===== config.mk =====
export PLATFORM = sky130hd
export DESIGN_NAME = rwc_ctrl
export DESIGN_NICKNAME = d
export VERILOG_FILES = /design/src/rwc_pkg.sv /design/src/rwc_timer.sv /design/src/rwc_ctrl.sv
export VERILOG_INCLUDE_DIRS = /design/src /design/src/src
export SDC_FILE = /design/constraint.sdc
export NUM_CORES = 1
export LEC_CHECK = 0
export BUFFER_PORTS_ARGS = -buffer_cell sky130_fd_sc_hd__buf_2
export CORE_MARGIN = 2
export CORE_UTILIZATION = 56
export CTS_CLUSTER_DIAMETER = 50
export DETAILED_ROUTE_END_ITERATION = 12
export PLACE_DENSITY = 0.8
export SLEW_MARGIN = 20
export SYNTH_ARGS = -nofsm -noshare
export SYNTH_HDL_FRONTEND = slang
export SYNTH_SLANG_ARGS = --single-unit
export TNS_END_PERCENT = 30

===== constraint.sdc =====
create_clock -name aclk -period 3.1 [get_ports aclk]
set_input_delay 0.93 -clock aclk [delete_from_list [all_inputs] [get_ports aclk]]
set_output_delay 0.93 -clock aclk [all_outputs]
set_load 0.01 [all_outputs]

===== src/rwc_defs.svh =====
// Constants for the RAM write controller: register offsets, fields, reset values, timing counts.
// Assumes a 200 MHz aclk; pin timings of the RAM are expressed in whole clock cycles.
`ifndef RWC_DEFS_SVH
`define RWC_DEFS_SVH

// ==========================================
// Register offsets (byte addresses, one aligned word each)
`define RWC_CTRL_OFFSET 12'h000
`define RWC_ADDR_OFFSET 12'h004
`define RWC_WDATA_OFFSET 12'h008
`define RWC_STATUS_OFFSET 12'h00c
`define RWC_TIMING_OFFSET 12'h010
`define RWC_RDATA_OFFSET 12'h014

// ==========================================
// Control fields
`define RWC_CTRL_START_BIT 0
`define RWC_CTRL_SLEEP_BIT 1
`define RWC_CTRL_SEL_MODE_BIT 2
`define RWC_CTRL_GATE_BIT 3

// ==========================================
// Status fields
`define RWC_STAT_BUSY_BIT 0
`define RWC_STAT_DONE_BIT 1

// ==========================================
// Timing: setup, pulse width and hold of a write, in ns, and cycles derived at 5 ns period.
`define RWC_CLK_PERIOD_NS 5
`define RWC_SETUP_NS 10
`define RWC_PULSE_NS 20
`define RWC_HOLD_NS 10
`define RWC_SETUP_CYC ((`RWC_SETUP_NS + `RWC_CLK_PERIOD_NS - 1) / `RWC_CLK_PERIOD_NS)
`define RWC_PULSE_CYC ((`RWC_PULSE_NS + `RWC_CLK_PERIOD_NS - 1) / `RWC_CLK_PERIOD_NS)
`define RWC_HOLD_CYC ((`RWC_HOLD_NS + `RWC_CLK_PERIOD_NS - 1) / `RWC_CLK_PERIOD_NS)
`define RWC_TIMING_RESET 32'h0004_0202
`define RWC_RESP_OKAY 2'b00
`define RWC_RESP_SLVERR 2'b10

`endif


===== src/rwc_pkg.sv =====
// Types shared by the RAM write controller files.
// Assumes the constants header is included by the files that need numbers.
package rwc_pkg;

   // ==========================================
   // Write sequencer states.
   typedef enum logic [2:0] {
      RWC_IDLE,
      RWC_SETUP,
      RWC_PULSE,
      RWC_HOLD
   } rwc_state_type;

   // Pins toward the RAM write port, bundled.
   typedef struct packed {
      logic [13:0] write_addr;
      logic [31:0] din;
      logic write_strobe_n;
      logic write_port_sel_n;
      logic read_port_sel_n;
      logic out_gate_n;
      logic read_sleep;
   } rwc_pins_type;

endpackage : rwc_pkg


===== src/rwc_timer.sv =====
// Down-counter that paces one phase of the write cycle.
// Assumes a single clock; load and count come from the sequencer.
`timescale 1ns/1ps
module rwc_timer #(
   parameter int WIDTH = 8
) (
   input wire logic aclk, // Clock.
   input wire logic aresetn, // Synchronous reset, active low.
   input wire logic load, // Load a new count.
   input wire logic [WIDTH-1:0] count, // Cycles of the coming phase.
   output logic expired // High when the phase has elapsed.
);

   logic [WIDTH-1:0] cnt_reg;

   // ==========================================
   // Counter; a count of zero is bumped to one so no phase is shorter than a cycle.
   always_ff @(posedge aclk) begin
      if (!aresetn) begin
         cnt_reg <= '0;
      end else if (load) begin
         cnt_reg <= (count == '0) ? WIDTH'(1) : count;
      end else if (cnt_reg != '0) begin
         cnt_reg <= cnt_reg - WIDTH'(1);
      end
   end

   assign expired = (cnt_reg == WIDTH'(1)) || (cnt_reg == '0);

endmodule : rwc_timer


===== src/rwc_ctrl.sv =====
// Controller that drives the write port of an asynchronous one-read, one-write dual-port RAM.
// Assumes software over AXI4-Lite and a RAM macro wired straight to the pin outputs.
// What this block does
// (RL1) Address is set up before the write strobe falls.
// (RL2) Address is held stable after the write strobe rises.
// (RL3) Write data is held stable after the write strobe rises.
// (RL4) Unknown address at strobe fall poisons all words; the RAM model handles it.
// (RL5) Read output turns unknown an access time after address turns unknown.
// (RL6) Unknown data at strobe rise stores unknown; the RAM flags it.
// (RL7) The write strobe low pulse lasts the programmed pulse count; its reset value of 2 cycles (10 ns) is under the 20 ns minimum width.
// (RL8) An unknown write strobe is reported by the RAM.
// (RL9) An unknown address at strobe fall is reported by the RAM.
// (RL10) Read-sleep meets setup and hold around the write strobe.
// (RL11) Unknown read-sleep at strobe fall is reported by the RAM.
// (RL12) A good write replaces an unknown word with the new value.
// (RL13) After a disturbed write, differing words become unknown.
// (RL14) A select-strobed write holds the select low for the programmed pulse count, 2 cycles (10 ns) at reset, under its 20 ns minimum width.
// (RL15) Select turning unknown during a low strobe is reported by the RAM.
// (RL16) Address faults around the select poison every word.
// (RL17) Data faults around the select poison only the written word.
// (RL18) Faults around the select are reported as address or data errors.
// (RL19) Late data changes pass straight to the read output while the strobe is low.
// (RL20) Selects, strobe and gate are active low; read-sleep is active high.
// (RL21) With read-sleep set, a write stores but the output stays zero.
// (RL22) With the gate on, write data passes through to the read output.
// (RL23) Writes land at strobe rise; timing checks live only in simulation.
`timescale 1ns/1ps
module rwc_ctrl #(
   parameter int AW = 14,
   parameter int DW = 32
) (
   input wire logic aclk, // Clock, 200 MHz.
   input wire logic aresetn, // Synchronous reset, active low.
   input wire logic [11:0] s_axi_awaddr, // Write address.
   input wire logic s_axi_awvalid, // Write address valid.
   output logic s_axi_awready, // Write address ready.
   input wire logic [31:0] s_axi_wdata, // Write data.
   input wire logic [3:0] s_axi_wstrb, // Write byte enables.
   input wire logic s_axi_wvalid, // Write data valid.
   output logic s_axi_wready, // Write data ready.
   output logic [1:0] s_axi_bresp, // Write response.
   output logic s_axi_bvalid, // Write response valid.
   input wire logic s_axi_bready, // Write response ready.
   input wire logic [11:0] s_axi_araddr, // Read address.
   input wire logic s_axi_arvalid, // Read address valid.
   output logic s_axi_arready, // Read address ready.
   output logic [31:0] s_axi_rdata, // Read data.
   output logic [1:0] s_axi_rresp, // Read response.
   output logic s_axi_rvalid, // Read data valid.
   input wire logic s_axi_rready, // Read data ready.
   output logic [AW-1:0] write_addr, // RAM write address.
   output logic [DW-1:0] ram_din, // RAM write data.
   output logic write_strobe_n, // RAM write strobe, active low.
   output logic write_port_sel_n, // RAM write port select, active low.
   output logic read_port_sel_n, // RAM read port select, active low.
   output logic out_gate_n, // RAM output gate, active low.
   output logic read_sleep, // RAM read-sleep, active high.
   input wire logic [DW-1:0] ram_dout // RAM read output.
);

`include "rwc_defs.svh"

   rwc_pkg::rwc_state_type state_reg, state_next;
   rwc_pkg::rwc_pins_type pins_reg, pins_next;
   logic [31:0] ctrl_reg;
   logic [31:0] addr_reg;
   logic [31:0] wdata_reg;
   logic [31:0] timing_reg;
   logic [DW-1:0] rdata_reg;
   logic done_reg;
   logic aw_got_reg, w_got_reg, bvalid_reg, rvalid_reg;
   logic [11:0] aw_addr_reg;
   logic [31:0] w_data_reg;
   logic [31:0] rdata_out_reg;
   logic [1:0] rresp_reg, bresp_reg;
   logic tmr_load, tmr_expired;
   logic [7:0] tmr_count;

   // ==========================================
   // AXI write channel: address and data taken in either order, answer after both.
   wire wr_fire = aw_got_reg && w_got_reg && !bvalid_reg;
   wire busy = (state_reg != rwc_pkg::RWC_IDLE);
   wire hit_ctrl = (aw_addr_reg == `RWC_CTRL_OFFSET);
   wire hit_addr = (aw_addr_reg == `RWC_ADDR_OFFSET);
   wire hit_wdata = (aw_addr_reg == `RWC_WDATA_OFFSET);
   wire hit_timing = (aw_addr_reg == `RWC_TIMING_OFFSET);
   wire hit_status_w = (aw_addr_reg == `RWC_STATUS_OFFSET);
   wire hit_rdata_w = (aw_addr_reg == `RWC_RDATA_OFFSET);
   wire wr_known = hit_ctrl | hit_addr | hit_wdata | hit_timing | hit_status_w | hit_rdata_w;
   wire start_req = wr_fire && hit_ctrl && w_data_reg[`RWC_CTRL_START_BIT] && !busy;
   wire [31:0] wmask = {{8{s_axi_wstrb[3]}}, {8{s_axi_wstrb[2]}},
                        {8{s_axi_wstrb[1]}}, {8{s_axi_wstrb[0]}}};
   assign s_axi_awready = !aw_got_reg;
   assign s_axi_wready = !w_got_reg;
   assign s_axi_bvalid = bvalid_reg;
   assign s_axi_bresp = bresp_reg;

   // Channel capture; strobes are applied at capture, so disabled bytes are stored as zero.
   always_ff @(posedge aclk) begin
      if (!aresetn) begin
         aw_got_reg <= 1'b0;
         w_got_reg <= 1'b0;
         aw_addr_reg <= 12'h000;
         w_data_reg <= 32'h0000_0000;
      end else begin
         if (s_axi_awvalid && !aw_got_reg) begin
            aw_got_reg <= 1'b1;
            aw_addr_reg <= s_axi_awaddr;
         end else if (wr_fire) begin
            aw_got_reg <= 1'b0;
         end
         if (s_axi_wvalid && !w_got_reg) begin
            w_got_reg <= 1'b1;
            w_data_reg <= s_axi_wdata & wmask;
         end else if (wr_fire) begin
            w_got_reg <= 1'b0;
         end
      end
   end

   // Response; control, address, data and timing change only while the sequencer is idle, so a busy write to them gets SLVERR.
   always_ff @(posedge aclk) begin
      if (!aresetn) begin
         bvalid_reg <= 1'b0;
         bresp_reg <= `RWC_RESP_OKAY;
      end else if (wr_fire) begin
         bvalid_reg <= 1'b1;
         bresp_reg <= (wr_known && !(busy && (hit_ctrl | hit_addr | hit_wdata | hit_timing)))
                      ? `RWC_RESP_OKAY : `RWC_RESP_SLVERR;
      end else if (bvalid_reg && s_axi_bready) begin
         bvalid_reg <= 1'b0;
      end
   end

   // ==========================================
   // Software registers; the start bit is a pulse and does not stay set.
   always_ff @(posedge aclk) begin
      if (!aresetn) begin
         ctrl_reg <= 32'h0000_0000;
         addr_reg <= 32'h0000_0000;
         wdata_reg <= 32'h0000_0000;
         timing_reg <= `RWC_TIMING_RESET;
      end else if (wr_fire && !busy) begin
         if (hit_ctrl) begin
            ctrl_reg <= w_data_reg & 32'h0000_000e;
         end
         if (hit_addr) begin
            addr_reg <= w_data_reg;
         end
         if (hit_wdata) begin
            wdata_reg <= w_data_reg;
         end
         if (hit_timing) begin
            timing_reg <= w_data_reg;
         end
      end
   end

   // Done is sticky; a new completion wins over a clear written in the same cycle.
   wire write_end = (state_reg == rwc_pkg::RWC_HOLD) && tmr_expired;
   always_ff @(posedge aclk) begin
      if (!aresetn) begin
         done_reg <= 1'b0;
      end else if (write_end) begin
         done_reg <= 1'b1;
      end else if (wr_fire && hit_status_w && w_data_reg[`RWC_STAT_DONE_BIT]) begin
         done_reg <= 1'b0;
      end
   end

   // ==========================================
   // AXI read channel.
   wire [31:0] status_word = {30'h0, done_reg, busy};
   wire [31:0] rd_mux =
      (s_axi_araddr == `RWC_CTRL_OFFSET) ? ctrl_reg :
      (s_axi_araddr == `RWC_ADDR_OFFSET) ? addr_reg :
      (s_axi_araddr == `RWC_WDATA_OFFSET) ? wdata_reg :
      (s_axi_araddr == `RWC_STATUS_OFFSET) ? status_word :
      (s_axi_araddr == `RWC_TIMING_OFFSET) ? timing_reg :
      (s_axi_araddr == `RWC_RDATA_OFFSET) ? 32'(rdata_reg) : 32'h0000_0000;
   wire rd_known = (s_axi_araddr == `RWC_CTRL_OFFSET) || (s_axi_araddr == `RWC_ADDR_OFFSET) ||
      (s_axi_araddr == `RWC_WDATA_OFFSET) || (s_axi_araddr == `RWC_STATUS_OFFSET) ||
      (s_axi_araddr == `RWC_TIMING_OFFSET) || (s_axi_araddr == `RWC_RDATA_OFFSET);
   assign s_axi_arready = !rvalid_reg;
   assign s_axi_rvalid = rvalid_reg;
   assign s_axi_rdata = rdata_out_reg;
   assign s_axi_rresp = rresp_reg;

   always_ff @(posedge aclk) begin
      if (!aresetn) begin
         rvalid_reg <= 1'b0;
         rdata_out_reg <= 32'h0000_0000;
         rresp_reg <= `RWC_RESP_OKAY;
      end else if (s_axi_arvalid && !rvalid_reg) begin
         rvalid_reg <= 1'b1;
         rdata_out_reg <= rd_mux;
         rresp_reg <= rd_known ? `RWC_RESP_OKAY : `RWC_RESP_SLVERR;
      end else if (rvalid_reg && s_axi_rready) begin
         rvalid_reg <= 1'b0;
      end
   end

   // ==========================================
   // Write sequencer: setup, strobe low, hold. Address, data and read-sleep stay fixed from
   // setup through hold, so the RAM never sees them change mid-write and never poisons words.
   wire sel_mode = ctrl_reg[`RWC_CTRL_SEL_MODE_BIT];
   always_comb begin
      state_next = state_reg;
      pins_next = pins_reg;
      tmr_load = 1'b0;
      tmr_count = timing_reg[7:0];
      case (state_reg)
         rwc_pkg::RWC_IDLE: begin
            // While idle, read-sleep follows control so reads can be woken without a write.
            pins_next.read_sleep = ctrl_reg[`RWC_CTRL_SLEEP_BIT]; // RL20
            if (start_req) begin
               // Present address, data and sleep ahead of the strobe.
               pins_next.write_addr = addr_reg[13:0]; // RL1
               pins_next.din = wdata_reg; // RL6
               pins_next.read_sleep = w_data_reg[`RWC_CTRL_SLEEP_BIT]; // RL10
               pins_next.out_gate_n = !w_data_reg[`RWC_CTRL_GATE_BIT]; // RL22
               // In select mode the strobe sits low and the select does the pulsing.
               pins_next.write_strobe_n = !w_data_reg[`RWC_CTRL_SEL_MODE_BIT];
               pins_next.write_port_sel_n = w_data_reg[`RWC_CTRL_SEL_MODE_BIT];
               tmr_load = 1'b1;
               tmr_count = timing_reg[7:0];
               state_next = rwc_pkg::RWC_SETUP;
            end
         end
         rwc_pkg::RWC_SETUP: begin
            if (tmr_expired) begin
               // Drop the strobe; in select mode the select is the strobing pin.
               if (sel_mode) begin
                  pins_next.write_port_sel_n = 1'b0; // RL14
               end else begin
                  pins_next.write_strobe_n = 1'b0; // RL7
               end
               tmr_load = 1'b1;
               tmr_count = timing_reg[15:8];
               state_next = rwc_pkg::RWC_PULSE;
            end
         end
         rwc_pkg::RWC_PULSE: begin
            if (tmr_expired) begin
               // Rising edge is where the RAM stores the word.
               pins_next.write_strobe_n = sel_mode ? 1'b0 : 1'b1; // RL23
               pins_next.write_port_sel_n = sel_mode ? 1'b1 : 1'b0;
               tmr_load = 1'b1;
               tmr_count = timing_reg[23:16];
               state_next = rwc_pkg::RWC_HOLD;
            end
         end
         rwc_pkg::RWC_HOLD: begin
            if (tmr_expired) begin
               // Address and data released only after the hold time.
               pins_next.write_strobe_n = 1'b1; // RL2 RL3
               pins_next.write_port_sel_n = 1'b0; // RL16 RL17
               state_next = rwc_pkg::RWC_IDLE;
            end
         end
         default: begin
            state_next = rwc_pkg::RWC_IDLE;
         end
      endcase
   end

   // State and pin registers; both pins of a phase change in one update, so no glitch.
   always_ff @(posedge aclk) begin
      if (!aresetn) begin
         state_reg <= rwc_pkg::RWC_IDLE;
         pins_reg <= '{write_addr: '0, din: '0, write_strobe_n: 1'b1, write_port_sel_n: 1'b0,
                       read_port_sel_n: 1'b0, out_gate_n: 1'b0, read_sleep: 1'b0}; // RL20
      end else begin
         state_reg <= state_next;
         pins_reg <= pins_next;
      end
   end

   // Sample the RAM read output each cycle; under read-sleep it reads as zero.
   always_ff @(posedge aclk) begin
      if (!aresetn) begin
         rdata_reg <= '0;
      end else begin
         rdata_reg <= ram_dout; // RL21
      end
   end

   rwc_timer #(.WIDTH(8)) u_timer (
      .aclk(aclk),
      .aresetn(aresetn),
      .load(tmr_load),
      .count(tmr_count),
      .expired(tmr_expired)
   );

   assign write_addr = pins_reg.write_addr[AW-1:0];
   assign ram_din = pins_reg.din[DW-1:0];
   assign write_strobe_n = pins_reg.write_strobe_n;
   assign write_port_sel_n = pins_reg.write_port_sel_n;
   assign read_port_sel_n = pins_reg.read_port_sel_n;
   assign out_gate_n = pins_reg.out_gate_n;
   assign read_sleep = pins_reg.read_sleep;

endmodule : rwc_ctrl


After elaboration in Yosys (flattened, before gate mapping). Index checks and enable logic that the tools add are counted.

Add/sub/neg operators: 1. $mul: 0. Divide/modulo/power cells: 0. $lt $le $gt $ge: 0. Equal/unequal tests: 20. Shifts and indexed selects: 0. Multiplexer cells: 41. Bitwise logic cells: 6. Reduce and logical (&&, ||, !) cells: 53.

Operator list (count): 32-bit 2-to-1 mux (6); 12-bit by 4-bit == test with 1-bit output, second input constant (4); 12-bit by 5-bit == test with 1-bit output, second input constant (4); 8-bit 2-to-1 mux (5); 32-bit AND (1); 12-bit by 3-bit == test with 1-bit output, second input constant (2); 12-bit logical NOT (2); 1-bit logical AND (16); 8-bit logical NOT (2); 1-bit 2-to-1 mux (16); 8-bit case mux with 2 select lines (1); 2-bit 2-to-1 mux (6); 3-bit 2-to-1 mux (4); 2-bit != test, second input constant (6); 3-bit case mux with 4 select lines (1); 6-bit AND reduction (2); 2-bit nonzero test (6); 2-bit AND reduction (5); 8-bit by 1-bit == test with 1-bit output, second input constant (1); 1-bit logical NOT (8); 2-bit case mux with 4 select lines (1); 8-bit nonzero test (1); 8-bit by 1-bit subtractor with 8-bit output, second input constant (1); 3-bit by 2-bit == test with 1-bit output, second input constant (2); other kinds (9) (18).

Register bits: 277. Bits in latches: 0. RAM bits: 0. Memory bits (read-only): 0. Output and inout port bits: 92. Logic and storage cells: 144. Memories: 0.

Depth between registers and ports, before layout. Gate-level depths: netlist of run 1.

Depth in word-level cells: 8. Depth in mapped cells: 9. Depth with buffers taken out: 7.

By module. A second synthesis of run 1 with hierarchy kept.

Cell total of the unflattened synthesis: 1342. Area, all modules: 11400.9 um2.

Modules (own cells, without submodules): rwc_ctrl (instances 1, cells an instance 1280, area an instance 10870.4 um2, seq. area each 5325.1 um2); rwc_timer (instances 1, cells an instance 62, area an instance 530.5 um2, seq. area each 160.2 um2).

Worst setup path before layout of run 1. No wires, ideal clock.

Path kind: input to register. From: in s_axi_araddr[0]. To: reg rdata_out_reg[1] (netlist: s_axi_rdata[1]). Library setup time: 0.136 ns. Arrival: 2.712 ns. Data required time: 2.964 ns. Path slack: 0.253 ns. Stages: 6. Buffers on the path: 1. Cell sequence: or4_4 > buf_6 > or4_4 > or4_4 > o211ai_2 > a31oi_2.

Word-level cells in the longest chain between the ends: 7. Elaborated cells between the ends (all ways): 12. Classes of those cells: 5 x eq/ne; 6 x mux; 1 x reduce/logical.

Ends and longest elaborated chain: start: declaration (RTL line rwc_ctrl.sv:44) `input wire logic [11:0] s_axi_araddr,`; 12-bit by 5-bit == test with 1-bit output (no source line); 32-bit 2-to-1 mux (RTL line rwc_ctrl.sv:180) `` (s_axi_araddr == `RWC_RDATA_OFFSET) ? 32'(rdata_reg) : 32'h0000_0000; ``; 32-bit 2-to-1 mux (RTL line rwc_ctrl.sv:179) `` (s_axi_araddr == `RWC_TIMING_OFFSET) ? timing_reg : ``; 32-bit 2-to-1 mux (RTL line rwc_ctrl.sv:178) `` (s_axi_araddr == `RWC_STATUS_OFFSET) ? status_word : ``; 32-bit 2-to-1 mux (RTL line rwc_ctrl.sv:177) `` (s_axi_araddr == `RWC_WDATA_OFFSET) ? wdata_reg : ``; 32-bit 2-to-1 mux (RTL line rwc_ctrl.sv:176) `` (s_axi_araddr == `RWC_ADDR_OFFSET) ? addr_reg : ``; 32-bit 2-to-1 mux (*) (RTL line rwc_ctrl.sv:175) `` (s_axi_araddr == `RWC_CTRL_OFFSET) ? ctrl_reg : ``; end signal: assignment (RTL line rwc_ctrl.sv:196) `rdata_out_reg <= rd_mux;`; end: declaration (RTL line rwc_ctrl.sv:74) `logic [31:0] rdata_out_reg;`.

Every way passes the cells marked *; elsewhere a longest branch is shown, timed or not. A chain may end at the register's enable or synchronous reset.

Worst setup path in the final report of run 1.
From: reg state_reg[0]. To: reg u_timer.cnt_reg[0].

Word-level cells in the longest chain between the ends: 6. Elaborated cells between the ends (all ways): 14. Classes of those cells: 2 x eq/ne; 5 x mux; 7 x reduce/logical.

Ends and longest elaborated chain: start: declaration (RTL line rwc_ctrl.sv:63) `rwc_pkg::rwc_state_type state_reg, state_next;`; start signal: assignment (RTL line rwc_ctrl.sv:270) `state_reg <= rwc_pkg::RWC_IDLE;`; start signal: assignment (RTL line rwc_ctrl.sv:274) `state_reg <= state_next;`; branches (longest 6 deep; another with 8-bit case mux with 2 select lines); end signal: assignment (RTL line rwc_timer.sv:22) `cnt_reg <= (count == '0) ? WIDTH'(1) : count;`; end signal: assignment (RTL line rwc_timer.sv:24) `cnt_reg <= cnt_reg - WIDTH'(1);`; end: declaration (RTL line rwc_timer.sv:14) `logic [WIDTH-1:0] cnt_reg;`.

Several ways; the timed one is not identified.

==> metrics.txt, run 1 <==
number of global-route vias before repair 10100; count of final hold-check violations 0; critical path type register to register; Least-Margin Pin Slew 1.03 ns; FF+latch count, synth 274; max incr delay on CP 0.72 ns; GPL Wtd Cong 0.887; clk_lat worst skew 0.54 ns; Layout area overhead 18.5%; via count 10400; Vias per Instance 5.85; post-CTS sizing 0; flop2flop setup slack 0.48 ns; worst r2r dst u_timer.cnt_reg[0]; Congestion Overflow GR 0; CP max FO 14; starting density of the core 0.573; Pwr Total 8.35 mW; Yosys cell types 67; initial antenna violation count 0; Crit-path slowest cell or3_2; largest net degree at the start of global routing 100; routed len/inst 18.2 um; Final HPWL DP 20900 um; core area 19500 um2; CTS Sinks 274; RSZ-0062 raised after global routing false; First DRT Iteration DRCs 969; most frequent cells in the layout nand2_1 (389), dfxtp_1 (274), a21oi_1 (200); critical path launch point state_reg[0]; Cell Area, Synth 11200 um2; Synth Flop Type dfxtp_1; Worst-path clk slew 0.06 ns; Cell Count, Final, Fillers Out 1784; maximum vdd ir drop 0.426 mV; CP required 3.52 ns; PortBufs 187; Post-route DRC 0; startpoint types register; die width 145 um; Tcrit/Tclk final 0.845; R2R depth 6; GRT Total Usage 0.298; Detail Route Antenna Nets 0; ys async rst share 0; CTS tree done; worst setup margin 0.480 ns; sequential fraction of the synthesis area 0.490; P_leak 5.10 nW; status complete, no violations; I/O pin cnt 191; Placed Cells 1732; wirelength, routed 32400 um; Die ar. 21100 um2; Die Y 145 um; Nets 1603; fmax 0.382 GHz; Root Buffer clkbuf_16; clock tree buffer depth 3; cts-stage hold buffer count 0; crit path time final 2.62 ns; CP most frequent cell inv_1; Worst Skew 0.0138 ns; Rows 51; Worst Path Arrival 3.04 ns; CTS buffer count 28; worst slack at placement 0.136 ns; Hold/Removal Path Class register to register; most common cell after layout, fill and taps aside nand2_1; Worst Setup End Kind register; Synth warnings 0; Post-Synthesis Cells 1356; setup TNS 0 ns; fillers 1595; post-CTS setup buffers 0; share of layout cells above drive strength 1 0.219; CP endpoint u_timer.cnt_reg[0]; number of max-cap violations 0; max-slew violations 0; H-tree lvl count 1; EDFF count, synth 0; first-pass GRT wire length 51900 um; reg2reg start state_reg[0]; worst rel slew slack 0.311; Pwr Density 629 nW/um2; final count of negative-setup-slack endpoints 0; # diodes 0; synthesized area per cell 8.26 um2; hold slack final 0.448 ns; worst-path cell chain inv_1 > ha_1 > inv_1 > or3_2 > a2111o_1 > o221a_1; DR pass1 iterations 6
[how the worst min path moves through the flow]
stage                     end  cells after the start           start  slack [ns]
4_1_cts           ram_din[15]                      2     ram_din[15]        0.45
3_3_place_gp   s_axi_rdata[5]                      2  s_axi_rdata[5]        0.43
2_1_floorplan  timing_reg[24]                      2  timing_reg[24]        0.43
6_report       write_addr[10]                      2  write_addr[10]        0.45
3_5_place_dp      ram_din[15]                      2     ram_din[15]        0.44
5_1_grt            out_gate_n                      2      out_gate_n        0.47
[final cells by class]
class / count / area [um2] / area share
clock inverters: 15 / 179 / 0.0135
inverters: 15 / 61.3 / 0.00462
repair buffers: 218 / 1190 / 0.0899
clock buffers: 37 / 816 / 0.0615
multi-input cells: 960 / 5210 / 0.392
well taps: 265 / 332 / 0.0250
flip-flops and latches: 274 / 5490 / 0.413
[through the flow]
step / area (um2) / util
2_1_floorplan: 11200 / -
3_3_place_gp: 12300 / 0.629
3_5_place_dp: 12300 / 0.629
4_1_cts: 13300 / 0.680
5_1_grt: 13300 / 0.680
6_report: 13300 / 0.680
[where the power goes]
group	internal [mW]	switching, mW
sequential	3.64	0.109
combinational	0.403	0.640
clock	2.12	1.44
[cells by family (layout without fill, tap and decap cells)]
| group | Yosys count | in the layout | share of synthesized area |
|---|---|---|---|
| and+or+nand+nor | 595 | 595 | 0.237 |
| AOI/OAI and AO/OA | 344 | 344 | 0.206 |
| DFF | 274 | 274 | 0.490 |
| buffers and inverters | 124 | 285 | 0.0493 |
| adders and majority gates | 7 | 7 | 0.00782 |
| muxes | 6 | 6 | 0.00536 |
| xor gates and xnor gates | 5 | 5 | 0.00391 |
| other | 1 | 3 | 0.000335 |
[cells in the mapped netlist, drive strengths merged (3+ instances only)]
library cell	instances	area (um2)
a211oi	8	60.1
a21boi	3	22.5
a21oi	204	1040
a221oi	25	307
a22o	4	35.0
a22oi	11	87.6
a31oi	4	31.3
a32o	5	50.1
and2	35	219
and4	3	26.3
buf	20	160
clkbuf	89	335
dfxtp	274	5490
ha	7	87.6
inv	15	56.3
mux2i	6	60.1
nand2	389	1460
nand2b	9	56.3
nand3	48	240
nand4	5	37.5
nor2	53	199
nor2b	8	50.1
nor3	8	45.0
nor4	12	118
o21a	22	165
o21ai	14	70.1
o21bai	3	22.5
o31ai	28	300
or2	3	18.8
or3	4	25.0
or4	9	82.6
xor2	4	35.0
[layer usage]
layer,wire length [um],vias to the layer above,track usage
li1,-,4905,-
met1,13000,4942,0.387
met2,15500,503,0.497
met3,2750,86,0.0458
met4,1170,0,0.124
met5,0,-,0
[critical path: cells and delay by family (launching register included)]
kind            cells  cell delay [ns]
compound gates      2             0.77
fa+ha+maj           1             0.41
buf+inv             2             0.26
flops               1             0.35
simple gates        1             0.72
No activity file was read; power rests on OpenSTA's default activity.
==> run 2, diff against run 1 <==
--- a/config.mk
+++ b/config.mk
@@ -8,10 +8,10 @@
 export LEC_CHECK = 0
 export BUFFER_PORTS_ARGS = -buffer_cell sky130_fd_sc_hd__buf_2
 export CORE_MARGIN = 2
-export CORE_UTILIZATION = 56
+export CORE_UTILIZATION = 51
 export CTS_CLUSTER_DIAMETER = 50
 export DETAILED_ROUTE_END_ITERATION = 12
-export PLACE_DENSITY = 0.8
+export PLACE_DENSITY = 0.76
 export SLEW_MARGIN = 20
 export SYNTH_ARGS = -nofsm -noshare
 export SYNTH_HDL_FRONTEND = slang
==> constraint.sdc (replaced) <==
create_clock -name aclk -period 2.37 [get_ports aclk]
set_input_delay 0.711 -clock aclk [delete_from_list [all_inputs] [get_ports aclk]]
set_output_delay 0.711 -clock aclk [all_outputs]
set_load 0.01 [all_outputs]
==> run 2 against run 1 <==
Net effect: maximum frequency increased by 17%; clock skew decreased by 0.0046 ns; clock power is 24% higher; critical path type unchanged; critical endpoint unchanged; largest cell class unchanged.
==> metrics.txt, run 2 (synthesized netlist as in run 1, its figures left out) <==
fmax 0.448 GHz; largest net degree at the start of global routing 203; number of max-cap violations 0; critical path launch point u_timer.cnt_reg[0]; CTS tree done; number of global-route vias before repair 10400; Worst Setup End Kind register; P_leak 5.25 nW; core area 21700 um2; critical path type register to register; clock tree buffer depth 3; hold depth 2; share of layout cells above drive strength 1 0.230; Worst Skew 0.00915 ns; family with the most delay on the worst path compound AO/OA/AOI/OAI gates; CTS buffer count 29; maximum vdd ir drop 0.657 mV; most frequent cells in the layout nand2_1 (389), dfxtp_1 (274), a21oi_1 (200); RSZ-0062 raised after global routing false; setup TNS 0 ns; Crit-path slowest cell dfxtp_1; status complete, no violations; crit path time final 2.23 ns; Least-Margin Pin Slew 1.11 ns; worst setup margin 0.136 ns; Worst-path clk slew 0.06 ns; R2R depth 8; CTS Sinks 274; CP required 2.80 ns; Detail Route Antenna Nets 0; Congestion Overflow GR 0; PortBufs 187; cts-stage hold buffer count 0; Nets 1632; worst slack at placement -0.258 ns; post-CTS setup buffers 0; flop2flop setup slack 0.14 ns; via count 10500; Vias per Instance 5.72; CP max FO 5; Rows 54; count of final hold-check violations 0; hold path endpoint s_axi_rvalid; Root Buffer clkbuf_16; max-slew violations 0; reg2reg start u_timer.cnt_reg[0]; WP buf/inv 2; Post-route DRC 0; routed len/inst 17.9 um; Die ar. 23200 um2; post-CTS sizing 0; # diodes 0; startpoint types register; starting density of the core 0.516; max incr delay on CP 0.40 ns; first-pass GRT wire length 53700 um; H-tree lvl count 1; DR pass1 iterations 5; HP Start s_axi_rready; Layout area overhead 21.1%; I/O pin cnt 191; worst r2r dst u_timer.cnt_reg[0]; initial antenna violation count 1; Pwr Density 802 nW/um2; final count of negative-setup-slack endpoints 0; wirelength, routed 32800 um; clk_lat worst skew 0.55 ns; First DRT Iteration DRCs 791; Worst Path Arrival 2.67 ns; worst-path cell chain inv_1 > ha_1 > or2_2 > nand4_1 > buf_4 > nor2_1 > a2111o_1 > o221a_1; Final HPWL DP 21700 um; Tcrit/Tclk final 0.943; most common cell after layout, fill and taps aside nand2_1; die width 152 um; Hold/Removal Path Class primary input to register; Die Y 152 um; GRT Total Usage 0.279; GPL Wtd Cong 0.938; worst rel slew slack 0.262
run 2: changes by cell type in the layout (fill, tap and decap cells not counted), sizes merged:
cell and delta:
buf +28, bufinv -2, clkbuf +5, clkinv +3, clkinvlp -2, inv -2
run 2: worst max-delay path by stage:
stage	endpoint	slack (ns)	depth (start not counted)
floorplan	s_axi_rdata[1]	-0.25	6
global placement	s_axi_rdata[1]	-0.23	6
detailed placement	s_axi_rdata[1]	-0.26	6
CTS	u_timer.cnt_reg[0]	0.16	8
global route	u_timer.cnt_reg[0]	0.03	8
finish	u_timer.cnt_reg[0]	0.14	8
run 2: layer usage:
layer,track usage,vias to the layer above,part of all wire
met5,0,-,0
met4,0.106,0,0.035
met3,0.0464,92,0.072
met2,0.461,436,0.47
met1,0.368,4969,0.42
li1,-,4956,-
run 2: final cells by class:
cell class              instances  area (um2)
clock inverters                12         103
flip-flops and latches        274        5490
multi-input cells             960        5210
clock buffers                  42         835
well taps                     280         350
repair buffers                246        1520
inverters                      15        61.3
fillers                      1837        8130
run 2: report_power, final:
part	internal (mW)	switching, mW
clock network	2.56	1.85
logic	0.660	0.906
registers	4.76	0.143
total	7.98	2.90
run 2: metrics by stage:
stage	power, mW	cell area [um2]	instances	util	hold WS (ns)
final	10.9	13600	1829	0.625	0.342
after global routing	11.3	13600	1829	0.625	0.355
after CTS	10.9	13600	1829	0.625	0.329
after detailed placement	6.53	12600	1775	0.582	0.440
after global placement	6.51	12600	1775	0.582	0.436
after floorplan	5.96	11200	1358	-	0.431
==> run 3, diff against run 2 <==
--- a/config.mk
+++ b/config.mk
@@ -12,6 +12,7 @@
 export CTS_CLUSTER_DIAMETER = 50
 export DETAILED_ROUTE_END_ITERATION = 12
 export PLACE_DENSITY = 0.76
+export RECOVER_POWER = 50
 export SLEW_MARGIN = 20
 export SYNTH_ARGS = -nofsm -noshare
 export SYNTH_HDL_FRONTEND = slang
==> run 3 against run 2 <==
Net effect: the run now ends with slew limit left; worst setup slack worse by 0.016 ns; critical path depth unchanged; sequential share of layout area up 0.38 points; first-iteration DRC count up 4.3%; maximum frequency down 0.71%; die area unchanged; cell count unchanged; clock-buffer cell count unchanged; final area down 0.94%; clock skew down 0.00056 ns.
==> metrics.txt, run 3 (synthesized netlist as in run 1, its figures left out) <==
status complete, but fails checks; violated checks slew limit; most common cell after layout, fill and taps aside nand2_1; RSZ-0062 raised after global routing false; GRT Total Usage 0.279; CP required 2.80 ns; die width 152 um; post-CTS setup buffers 0; Nets 1632; routed len/inst 18.0 um; hold slack final 0.341 ns; Worst Setup End Kind register; GPL Wtd Cong 0.938; worst rel slew slack -0.106; PortBufs 187; Die ar. 23200 um2; CP max FO 5; Final HPWL DP 21700 um; number of max-cap violations 0; wirelength, routed 32900 um; CTS Sinks 274; Hold/Removal Path Class primary input to register; P_leak 4.86 nW; starting density of the core 0.516; crit path time final 2.25 ns; initial antenna violation count 0; maximum vdd ir drop 0.658 mV; critical path type register to register; Layout area overhead 19.9%; core area 21700 um2; Die Y 152 um; first-pass GRT wire length 53700 um; H-tree lvl count 1; Crit-path slowest cell dfxtp_1; cts-stage hold buffer count 0; Root Buffer clkbuf_16; Detail Route Antenna Nets 0; clock tree buffer depth 3; setup TNS 0 ns; post-CTS sizing 0; Least-Margin Pin Slew 1.66 ns; Pwr Density 810 nW/um2; I/O pin cnt 191; share of layout cells above drive strength 1 0.174; Rows 54; startpoint types register; Vias per Instance 5.70; fmax 0.444 GHz; DR pass1 iterations 6; Worst Path Arrival 2.68 ns; largest net degree at the start of global routing 203; fillers 1880; Congestion Overflow GR 0; R2R depth 8; count of final hold-check violations 0; # diodes 0; Post-route DRC 0; final count of negative-setup-slack endpoints 0; Tcrit/Tclk final 0.949; CTS tree done; clk_lat worst skew 0.55 ns; Worst-path clk slew 0.06 ns; number of global-route vias before repair 10400; worst-path cell chain inv_1 > ha_1 > or2_2 > nand4_1 > buf_4 > nor2_1 > a2111o_1 > o221a_1; max incr delay on CP 0.40 ns; most frequent cells in the layout nand2_1 (389), dfxtp_1 (274), a21oi_1 (200); via count 10400; hold depth 2; First DRT Iteration DRCs 825; max-slew violations 163; Worst Skew 0.00859 ns; CTS buffer count 29
## run 3: cell types whose count changed in the layout (fill, tap and decap cells not counted), moves of 2 or more
cell | before | now
buf_4 | 48 | 46
and2_1 | 35 | 22
clkbuf_2 | 0 | 2
clkbuf_1 | 7 | 95
buf_2 | 187 | 99
and2_0 | 0 | 13
## run 3: final cells by class
| class | instances | area [um2] | share of cell area |
|---|---|---|---|
| inverters | 15 | 57.6 | 0.00429 |
| flip-flops and latches | 274 | 5490 | 0.408 |
| clock buffers | 42 | 835 | 0.0621 |
| multi-input cells | 960 | 5210 | 0.388 |
| well taps | 280 | 350 | 0.0261 |
| clock inverters | 12 | 103 | 0.00764 |
| repair buffers | 246 | 1390 | 0.104 |
## run 3: where the power goes
part / switching, mW / total, mW / internal [mW]
Combinational: 0.904 / 1.56 / 0.652
Clock: 1.86 / 4.42 / 2.56
Sequential: 0.144 / 4.90 / 4.76
Total: 2.91 / 10.9 / 7.97
## run 3: critical path, delay by kind of cell, from the launching register on
family / cells / cell delay, ns
AOI/OAI and AO/OA: 2 / 0.67
buffers and inverters: 2 / 0.27
DFF: 1 / 0.40
and+or+nand+nor: 3 / 0.58
adders and majority gates: 1 / 0.20
## run 3: worst paths after layout
path	slack (ns)	endpoint	startpoint
max	0.12	u_timer.cnt_reg[0]	u_timer.cnt_reg[0]
min	0.34	s_axi_rvalid	s_axi_rready
max reg2reg	0.12	u_timer.cnt_reg[0]	u_timer.cnt_reg[0]
min reg2reg	0.45	ram_din[30]	ram_din[30]
## run 3: stage by stage
step | power (mW) | setup WS (ns) | util | cells | area [um2]
after floorplan | 5.96 | -0.248 | - | 1358 | 11200
after global placement | 6.51 | -0.232 | 0.582 | 1775 | 12600
after detailed placement | 6.53 | -0.258 | 0.582 | 1775 | 12600
after CTS | 10.9 | 0.158 | 0.625 | 1829 | 13600
after global routing | 11.3 | 0.0239 | 0.619 | 1829 | 13400
final | 10.9 | 0.120 | 0.619 | 1829 | 13400
## run 3: per-layer routing
| metal | vias to the layer above | wire length [um] | track usage |
|---|---|---|---|
| met3 | 85 | 2290 | 0.0464 |
| met1 | 4974 | 14000 | 0.368 |
| met2 | 409 | 15500 | 0.461 |
| li1 | 4951 | - | - |
| met4 | 0 | 1120 | 0.106 |
| met5 | - | 0 | 0 |
